$ cat src/logic/csp_regs.svh
`ifndef CSP_REGS_SVH
`define CSP_REGS_SVH

// ==========================================================
// Register offsets
`define CSP_ADDR_W 8
`define CSP_OFF_STATUS 8'h01
`define CSP_OFF_PWR_CTL 8'h02
`define CSP_OFF_MISC 8'h16

// ==========================================================
// Power control fields
`define CSP_PWR_VPP_LSB 0
`define CSP_PWR_VPP_MSB 1
`define CSP_PWR_VCC_ON 4
`define CSP_PWR_AUTO 5
`define CSP_PWR_CARD_EN 7
`define CSP_PWR_RESET 8'h00
`define CSP_PWR_WMASK 8'hFF

// ==========================================================
// Misc control fields
`define CSP_MISC_LOWV 1
`define CSP_MISC_RESET 8'h00
`define CSP_MISC_WMASK 8'h02

// ==========================================================
// Status fields
`define CSP_ST_CD1 2
`define CSP_ST_CD2 3
`define CSP_ST_WP 4
`define CSP_ST_RDY 5
`define CSP_ST_PWR_ON 6
`define CSP_ST_VPP_OK 7

// ==========================================================
// Synchronised pin slots
`define CSP_PIN_N 6
`define CSP_PIN_GOOD 0
`define CSP_PIN_CD_A 1
`define CSP_PIN_CD_B 2
`define CSP_PIN_WP 3
`define CSP_PIN_RDY 4
`define CSP_PIN_VPP_N 5
`define CSP_PIN_RESET 6'h26

`endif

$ cat src/logic/csp_pkg.sv
package csp_pkg;

// ==========================================================
// Programming-voltage field codes
typedef enum logic [1:0] {
    CSP_VPP_OFF = 2'b00,
    CSP_VPP_PASS = 2'b01,
    CSP_VPP_PROG = 2'b10,
    CSP_VPP_OFF2 = 2'b11
} csp_vpp_t;

typedef logic [7:0] csp_reg_t;

endpackage : csp_pkg

$ cat src/logic/csp_sync_if.sv
`timescale 1ns/10ps
`include "csp_regs.svh"

interface csp_sync_if;
    logic [`CSP_PIN_N-1:0] raw;
    logic [`CSP_PIN_N-1:0] filt;

    modport filter (input raw, output filt);
    modport user (output raw, input filt);
endinterface : csp_sync_if

$ cat src/logic/csp_pin_sync.sv
`timescale 1ns/10ps
`include "csp_regs.svh"

module csp_pin_sync import csp_pkg::*; (
    // Clock and reset
    input wire logic clk,
    input wire logic srst,
    // Pins in, filtered levels out
    csp_sync_if.filter pins
);

    logic [`CSP_PIN_N-1:0] s1_q;
    logic [`CSP_PIN_N-1:0] s2_q;
    logic [`CSP_PIN_N-1:0] s3_q;
    logic [`CSP_PIN_N-1:0] filt_q;
    // Idle levels per pin, one bit picked per slot
    localparam logic [`CSP_PIN_N-1:0] PIN_IDLE = `CSP_PIN_RESET;

    genvar i;
    generate
        for (i = 0; i < `CSP_PIN_N; i++) begin : g_pin
            // ======================================================
            // Three stages; first stage feeds only the second
            always_ff @(posedge clk) begin
                s1_q[i] <= pins.raw[i];
                s2_q[i] <= s1_q[i];
                s3_q[i] <= s2_q[i];
            end

            // Change accepted once stages two and three agree
            always_ff @(posedge clk) begin
                if (srst) begin
                    filt_q[i] <= PIN_IDLE[i];
                end else if (s2_q[i] == s3_q[i]) begin
                    filt_q[i] <= s3_q[i];
                end
            end
        end
    endgenerate

    assign pins.filt = filt_q;

endmodule : csp_pin_sync

$ cat src/logic/csp_socket_power.sv
// How it works
// - Status bit 4 shows write-protect pin
// - Status bit 5 shows card ready pin
// - Status bit 6 set only when supply applied
// - Status bit 7 is inverted programming-voltage-valid pin
// - Supply bad forces all power selects inactive
// - Supply bad or no card floats outputs
// - Supply bit clear keeps both selects high
// - Supply on drives one select, voltage chosen
// - Auto-power clear ignores card detect pins
// - Auto-power set needs both detects low
// - Field bits 1:0 pick programming voltage
// - Enable bit clear floats socket outputs
// - Enable, supply good, card present drive
// - All card strobes, address, data gated
// - Card present only when both detects low
`timescale 1ns/10ps
`include "csp_regs.svh"

module csp_socket_power import csp_pkg::*; #(
    parameter int ADDR_BITS = 26,
    parameter int DATA_BITS = 16
) (
    // Clock and reset
    input wire logic clk,
    input wire logic srst,
    // Register port
    input wire logic [`CSP_ADDR_W-1:0] reg_addr,
    input wire logic [7:0] reg_wdata,
    input wire logic reg_wr,
    input wire logic reg_rd,
    output logic [7:0] reg_rdata,
    // Power and card status pins
    input wire logic supply_good_in,
    input wire logic card_present_a_n,
    input wire logic card_present_b_n,
    input wire logic protect_or_width_in,
    input wire logic ready_or_card_irq_in,
    input wire logic prog_volt_valid_n,
    // Supply switch controls
    output logic supply_3v3_sel_n,
    output logic supply_5v_sel_n,
    output logic prog_volt_sel,
    output logic prog_pass_supply_sel,
    // Socket signals from the access engine
    input wire logic core_card_sel_high_n,
    input wire logic core_card_sel_low_n,
    input wire logic core_io_rd_n,
    input wire logic core_io_wr_n,
    input wire logic core_rd_en_n,
    input wire logic core_reg_sel_n,
    input wire logic core_card_reset,
    input wire logic core_wr_en_n,
    input wire logic [ADDR_BITS-1:0] core_addr,
    input wire logic [DATA_BITS-1:0] core_wdata,
    input wire logic core_data_drive,
    output logic [DATA_BITS-1:0] core_rdata,
    // Socket pins
    output logic card_sel_high_n,
    output logic card_sel_low_n,
    output logic io_rd_n,
    output logic io_wr_n,
    output logic card_rd_en_n,
    output logic card_reg_sel_n,
    output logic card_reset,
    output logic card_wr_en_n,
    output logic [ADDR_BITS-1:0] card_addr,
    output logic sock_ctl_oe_n,
    input wire logic [DATA_BITS-1:0] card_data_i,
    output logic [DATA_BITS-1:0] card_data_o,
    output logic card_data_oe_n
);

    // ==========================================================
    // Pin synchronisers
    csp_sync_if pin_bus ();

    assign pin_bus.raw[`CSP_PIN_GOOD] = supply_good_in;
    assign pin_bus.raw[`CSP_PIN_CD_A] = card_present_a_n;
    assign pin_bus.raw[`CSP_PIN_CD_B] = card_present_b_n;
    assign pin_bus.raw[`CSP_PIN_WP] = protect_or_width_in;
    assign pin_bus.raw[`CSP_PIN_RDY] = ready_or_card_irq_in;
    assign pin_bus.raw[`CSP_PIN_VPP_N] = prog_volt_valid_n;

    csp_pin_sync u_sync (
        .clk(clk),
        .srst(srst),
        .pins(pin_bus.filter)
    );

    wire logic good_s = pin_bus.filt[`CSP_PIN_GOOD];
    wire logic cd_a_n_s = pin_bus.filt[`CSP_PIN_CD_A];
    wire logic cd_b_n_s = pin_bus.filt[`CSP_PIN_CD_B];
    wire logic wp_s = pin_bus.filt[`CSP_PIN_WP];
    wire logic rdy_s = pin_bus.filt[`CSP_PIN_RDY];
    wire logic vpp_ok_n_s = pin_bus.filt[`CSP_PIN_VPP_N];

    // ==========================================================
    // Register file
    csp_reg_t pwr_ctl_q;
    csp_reg_t pwr_ctl_d;
    csp_reg_t misc_q;
    csp_reg_t misc_d;
    csp_reg_t rdata_q;
    csp_reg_t rdata_d;
    csp_reg_t status_w;

    function automatic logic hit(input logic [`CSP_ADDR_W-1:0] a,
                                 input logic [`CSP_ADDR_W-1:0] off);
        hit = (a == off);
    endfunction : hit

    wire logic wr_pwr = reg_wr && hit(reg_addr, `CSP_OFF_PWR_CTL);
    wire logic wr_misc = reg_wr && hit(reg_addr, `CSP_OFF_MISC);

    // All power control bits writable, unused ones just store; misc keeps bit 1 only
    assign pwr_ctl_d = wr_pwr ? (reg_wdata & `CSP_PWR_WMASK) : pwr_ctl_q;
    assign misc_d = wr_misc ? (reg_wdata & `CSP_MISC_WMASK) : misc_q;

    always_ff @(posedge clk) begin
        if (srst) begin
            pwr_ctl_q <= `CSP_PWR_RESET;
            misc_q <= `CSP_MISC_RESET;
        end else begin
            pwr_ctl_q <= pwr_ctl_d;
            misc_q <= misc_d;
        end
    end

    // ==========================================================
    // Power decisions
    wire logic vcc_on = pwr_ctl_q[`CSP_PWR_VCC_ON];
    wire logic auto_pwr = pwr_ctl_q[`CSP_PWR_AUTO];
    wire logic card_en = pwr_ctl_q[`CSP_PWR_CARD_EN];
    wire logic low_voltage_select = misc_q[`CSP_MISC_LOWV];
    wire csp_vpp_t prog_volt_field =
        csp_vpp_t'(pwr_ctl_q[`CSP_PWR_VPP_MSB:`CSP_PWR_VPP_LSB]);

    wire logic card_in = !cd_a_n_s && !cd_b_n_s;

    wire logic detect_ok = !auto_pwr || card_in;

    // Supply good and supply bit both needed
    wire logic power_act = good_s && vcc_on && detect_ok;

    wire logic sel_3v3_n_d = !(power_act && low_voltage_select);
    wire logic sel_5v_n_d = !(power_act && !low_voltage_select);

    wire logic vpp_prog_d = power_act && (prog_volt_field == CSP_VPP_PROG);
    wire logic vpp_pass_d = power_act && (prog_volt_field == CSP_VPP_PASS);

    // Drive only when enabled with card
    // Supply bit not required; card may run from outside power
    wire logic drive_en = good_s && card_in && card_en;

    // ==========================================================
    // Status assembly
    always_comb begin
        status_w = '0;
        status_w[`CSP_ST_CD1] = !cd_a_n_s;
        status_w[`CSP_ST_CD2] = !cd_b_n_s;
        status_w[`CSP_ST_WP] = wp_s;
        status_w[`CSP_ST_RDY] = rdy_s;
        status_w[`CSP_ST_PWR_ON] = power_act;
        status_w[`CSP_ST_VPP_OK] = !vpp_ok_n_s;
    end

    // Unmapped reads answer zero
    always_comb begin
        rdata_d = '0;
        if (reg_rd) begin
            unique case (reg_addr)
                `CSP_OFF_STATUS: rdata_d = status_w;
                `CSP_OFF_PWR_CTL: rdata_d = pwr_ctl_q;
                `CSP_OFF_MISC: rdata_d = misc_q;
                default: rdata_d = '0;
            endcase
        end
    end

    always_ff @(posedge clk) begin
        if (srst) begin
            rdata_q <= '0;
        end else begin
            rdata_q <= rdata_d;
        end
    end

    assign reg_rdata = rdata_q;

    // ==========================================================
    // Supply switch outputs
    logic sel_3v3_n_q;
    logic sel_5v_n_q;
    logic vpp_prog_q;
    logic vpp_pass_q;

    // Inactive at reset and whenever not permitted
    always_ff @(posedge clk) begin
        if (srst) begin
            sel_3v3_n_q <= 1'b1;
            sel_5v_n_q <= 1'b1;
            vpp_prog_q <= 1'b0;
            vpp_pass_q <= 1'b0;
        end else begin
            sel_3v3_n_q <= sel_3v3_n_d;
            sel_5v_n_q <= sel_5v_n_d;
            vpp_prog_q <= vpp_prog_d;
            vpp_pass_q <= vpp_pass_d;
        end
    end

    assign supply_3v3_sel_n = sel_3v3_n_q;
    assign supply_5v_sel_n = sel_5v_n_q;
    assign prog_volt_sel = vpp_prog_q;
    assign prog_pass_supply_sel = vpp_pass_q;

    // ==========================================================
    // Socket signal gating
    logic ctl_oe_n_q;
    logic data_oe_n_q;
    logic [7:0] strobes_q;
    logic [ADDR_BITS-1:0] addr_q;
    logic [DATA_BITS-1:0] wdata_q;
    logic [DATA_BITS-1:0] rdata_sock_q;

    // Strobes gathered so one register set follows
    wire logic [7:0] strobes_d = {core_card_sel_high_n, core_card_sel_low_n,
                                  core_io_rd_n, core_io_wr_n,
                                  core_rd_en_n, core_reg_sel_n,
                                  core_card_reset, core_wr_en_n};

    // Enables follow the gate; values pass unchanged
    always_ff @(posedge clk) begin
        if (srst) begin
            ctl_oe_n_q <= 1'b1;
            data_oe_n_q <= 1'b1;
        end else begin
            ctl_oe_n_q <= !drive_en;
            data_oe_n_q <= !(drive_en && core_data_drive);
        end
    end

    // Values are harmless while floated; idle strobes high, card_reset low
    always_ff @(posedge clk) begin
        if (srst) begin
            strobes_q <= 8'hFD;
            addr_q <= '0;
            wdata_q <= '0;
            rdata_sock_q <= '0;
        end else begin
            strobes_q <= strobes_d;
            addr_q <= core_addr;
            wdata_q <= core_wdata;
            rdata_sock_q <= card_data_i;
        end
    end

    assign card_sel_high_n = strobes_q[7];
    assign card_sel_low_n = strobes_q[6];
    assign io_rd_n = strobes_q[5];
    assign io_wr_n = strobes_q[4];
    assign card_rd_en_n = strobes_q[3];
    assign card_reg_sel_n = strobes_q[2];
    assign card_reset = strobes_q[1];
    assign card_wr_en_n = strobes_q[0];
    assign card_addr = addr_q;
    assign sock_ctl_oe_n = ctl_oe_n_q;
    assign card_data_o = wdata_q;
    assign card_data_oe_n = data_oe_n_q;
    assign core_rdata = rdata_sock_q;

endmodule : csp_socket_power

$ cat config.mk
export PLATFORM = sky130hd
export DESIGN_NAME = csp_socket_power
export DESIGN_NICKNAME = d
export VERILOG_FILES = /design/src/logic/csp_pkg.sv /design/src/logic/csp_sync_if.sv /design/src/logic/csp_pin_sync.sv /design/src/logic/csp_socket_power.sv
export VERILOG_INCLUDE_DIRS = /design/src /design/src/logic
export SDC_FILE = /design/constraint.sdc
export NUM_CORES = 1
export LEC_CHECK = 0
export BUFFER_PORTS_ARGS = -buffer_cell sky130_fd_sc_hd__buf_4
export CAP_MARGIN = 0
export CORE_UTILIZATION = 35
export CTS_BUF_LIST = sky130_fd_sc_hd__clkbuf_16
export CTS_CLUSTER_DIAMETER = 120
export DETAILED_ROUTE_END_ITERATION = 16
export GPL_ROUTABILITY_DRIVEN = 0
export GPL_TIMING_DRIVEN = 0
export PLACE_DENSITY_LB_ADDON = 0.2
export SLEW_MARGIN = 20
export SYNTH_ARGS = -nofsm -noshare
export SYNTH_HDL_FRONTEND = slang
export SYNTH_SLANG_ARGS = --single-unit
$ cat constraint.sdc
create_clock -name clk -period 1.3 [get_ports clk]
set_input_delay 0.13 -clock clk [delete_from_list [all_inputs] [get_ports clk]]
set_output_delay 0.13 -clock clk [all_outputs]
set_load 0.005 [all_outputs]
==> impl_metrics.yaml <==
timing:
  rsz0062_at_grt: "false"
  post-route-period-util: 0.942
  maxSlewViolCount: 0
  period_needed_ns: 1.22
  hold_viol: 0
  setup_viol: 0
  tightest_slew_ns: 0.590
  max_clock_freq_mhz: 817
  holdWs_ns: 0.0103
  finClkSkew_ns: 0.00706
  slew_headroom: 0.605
worst_setup_path:
  cp-end-kind: "flip-flop"
  required_ns: 1.58
  reg2reg_depth: 3
  arrival_ns: 1.51
  cp-start-kind: "input port"
  critPathKind: "in -> reg"
  crit_fanout: 9
die:
  initial_core_util: 0.362
  row_count: 35
  die_w_um: 99.8
  die-area_um2: 9960
  dieHeight_um: 99.8
  core-area_um2: 9240
  ios: 173
drt:
  drt-pass1-iter-count: 4
  drtAntennaViolNets: 0
  viasPerCell: 4.18
  drc: 0
  via_count: 2864
  wl_mm: 8.45
  wl_per_cell_um: 12.3
  drtIter0Drc: 34
clock_tree:
  cts_max_level: 4
  cts.sinks: 113
  numCtsBuffers: 17
  path_clk_slew_ns: 0.06
  postCtsSetupRepairBufs: 0
  cts_tree: "done"
  clock_latency_ns: 0.40
  clock_path_buffers: 2
  ctsRootBufferMaster: "clkbuf_16"
power:
  p_leak_nw: 2.71
  powerDensity_nw_per_um2: 1510
  ir_drop_v: 0.000801
global_route:
  grt_start_max_net_pins: 17
  grt_pass1_vias: 2905
  grt-ovfl-total: 0
  antenna_found_initial: 0
  grt_usage: 0.175
  grt_pass1_wl_mm: 13.3
hold_path:
  min_delay_path_depth: 2
  hold_class: "in -> reg"
synth:
  ys_seq_area_frac: 0.676
  syn_area_per_cell_um2: 12.0
  syn_inst: 279
  ys_types: 28
  syn_area_um2: 3350
  ys_warn_count: 0
  ys_ff_latch: 113
  syn-num-nets: 372
final_layout:
  final_cell_mix: "buf_4, dfxtp_1, dlygate4sd3_1"
  layout_commonest_cell: "buf_4"
  drive_gt1_frac: 0.394
  num-fill-cells: 687
  syn_to_final_growth_pct: 84.2
  num_antenna_cells: 0
  fin_nets: 636
  fin_util: 0.668
placed_design:
  hpwl_mm: 5.41
  io_buffer_count: 171
outcome:
  outcome: "finished, final reports clean"
flow_run:
  drv_cap: 0
## per-layer routing
| layer | vias to the layer above | GRT usage | share of wire |
|---|---|---|---|
| met3 | 16 | 0.0822 | 0.088 |
| met2 | 113 | 0.292 | 0.50 |
| met5 | - | 0 | 0 |
| met4 | 0 | 0.0939 | 0.019 |
| met1 | 1295 | 0.185 | 0.40 |
| li1 | 1440 | - | - |
## sequential cells by signal, indices dropped and copies added (netlist names), 6 cells and up
register and flops:
card_addr 26, pwr_ctl_q 8, u_sync.s2_q 6, strobes_q 8
card_data_o 16, reg_rdata 8, core_rdata 16, u_sync.s1_q 6
u_sync.pins.filt 6, u_sync.s3_q 6
## metrics by stage
stage               area (µm²)  setup TNS [ns]  std cells  power [W]  worst slack [ns]
floorplan                 3350         -0.0178        279    0.00391           -0.0178
global placement          4790           -7.41        579    0.00431            -0.277
detailed placement        4790           -8.80        579    0.00433            -0.326
CTS                       6170               0        685    0.00940            0.0842
global route              6170               0        685    0.00963            0.0399
finish                    6170               0        685    0.00932            0.0755
## layout make-up
cell class,instances,area [µm²],area share
sequential,113,2260,0.367
timing repair buffer,245,2020,0.328
multi-input combinational,152,1020,0.166
clock buffer,17,425,0.0690
clock inverter,15,208,0.0337
tap,129,161,0.0262
buffer,12,57.6,0.00933
inverter,2,7.51,0.00122
## where the power goes
group | switching, W | internal (W)
registers | 0.0000534 | 0.00362
clock network | 0.00166 | 0.00323
logic | 0.000237 | 0.000532
## worst paths after layout
| path | end | from | slack, ns |
|---|---|---|---|
| max | pwr_ctl_q[7]$_SDFFE_PP0P_ | reg_addr[6] | 0.08 |
| min | card_data_o[1]$_SDFF_PP0_ | core_wdata[1] | 0.01 |
| max reg2reg | supply_3v3_sel_n$_SDFF_PP1_ | u_sync.pins.filt[0]$_SDFFE_PP0N_ | 0.15 |
| min reg2reg | u_sync.s2_q[5]$_DFF_P_ | u_sync.s1_q[5]$_DFF_P_ | 0.32 |
## critical path, cell delays in order
cell	delay (ns)
buf_4	0.12
nor4_4	0.52
and3_1	0.27
buf_6	0.16
mux2_4	0.30
## timing repair
item,4_1_cts,5_1_grt
hold buffers,74,0
setup endpoints to repair,0,19
resized for setup,0,3
endpoints found under the hold margin,74,0
## logic make-up (layout without fill, tap and decap cells)
logic type	Yosys count	count (layout)	share of synthesized area
AOI/OAI and AO/OA	21	21	0.0392
buffers and inverters	14	291	0.0191
DFF	113	113	0.676
and+or+nand+nor	121	121	0.235
xor gates and xnor gates	1	1	0.00262
muxes	9	9	0.0284
## synthesized netlist by cell type
master / instances / share of area
nand4_1: 2 / 0.0037
clkbuf_1: 10 / 0.011
inv_1: 2 / 0.0022
a31oi_1: 1 / 0.0019
a211oi_1: 7 / 0.016
nand3b_1: 4 / 0.0090
nor4_4: 1 / 0.0064
and3_1: 1 / 0.0019
nor2_1: 4 / 0.0045
and2_1: 1 / 0.0019
and4b_1: 1 / 0.0030
dfxtp_1: 113 / 0.68
mux2i_1: 8 / 0.024
or2_2: 8 / 0.015
a21oi_1: 6 / 0.0090
nor3b_1: 2 / 0.0045
buf_4: 1 / 0.0022
nor4b_4: 2 / 0.014
o21bai_1: 3 / 0.0067
nor2b_1: 62 / 0.12
and4_2: 1 / 0.0030
mux2_4: 1 / 0.0045
buf_6: 1 / 0.0034
nand2b_1: 16 / 0.030
nand3_1: 12 / 0.018
nand2_1: 4 / 0.0045
xnor2_1: 1 / 0.0026
o21ai_0: 4 / 0.0060
(Power assumes the default switching activity.)
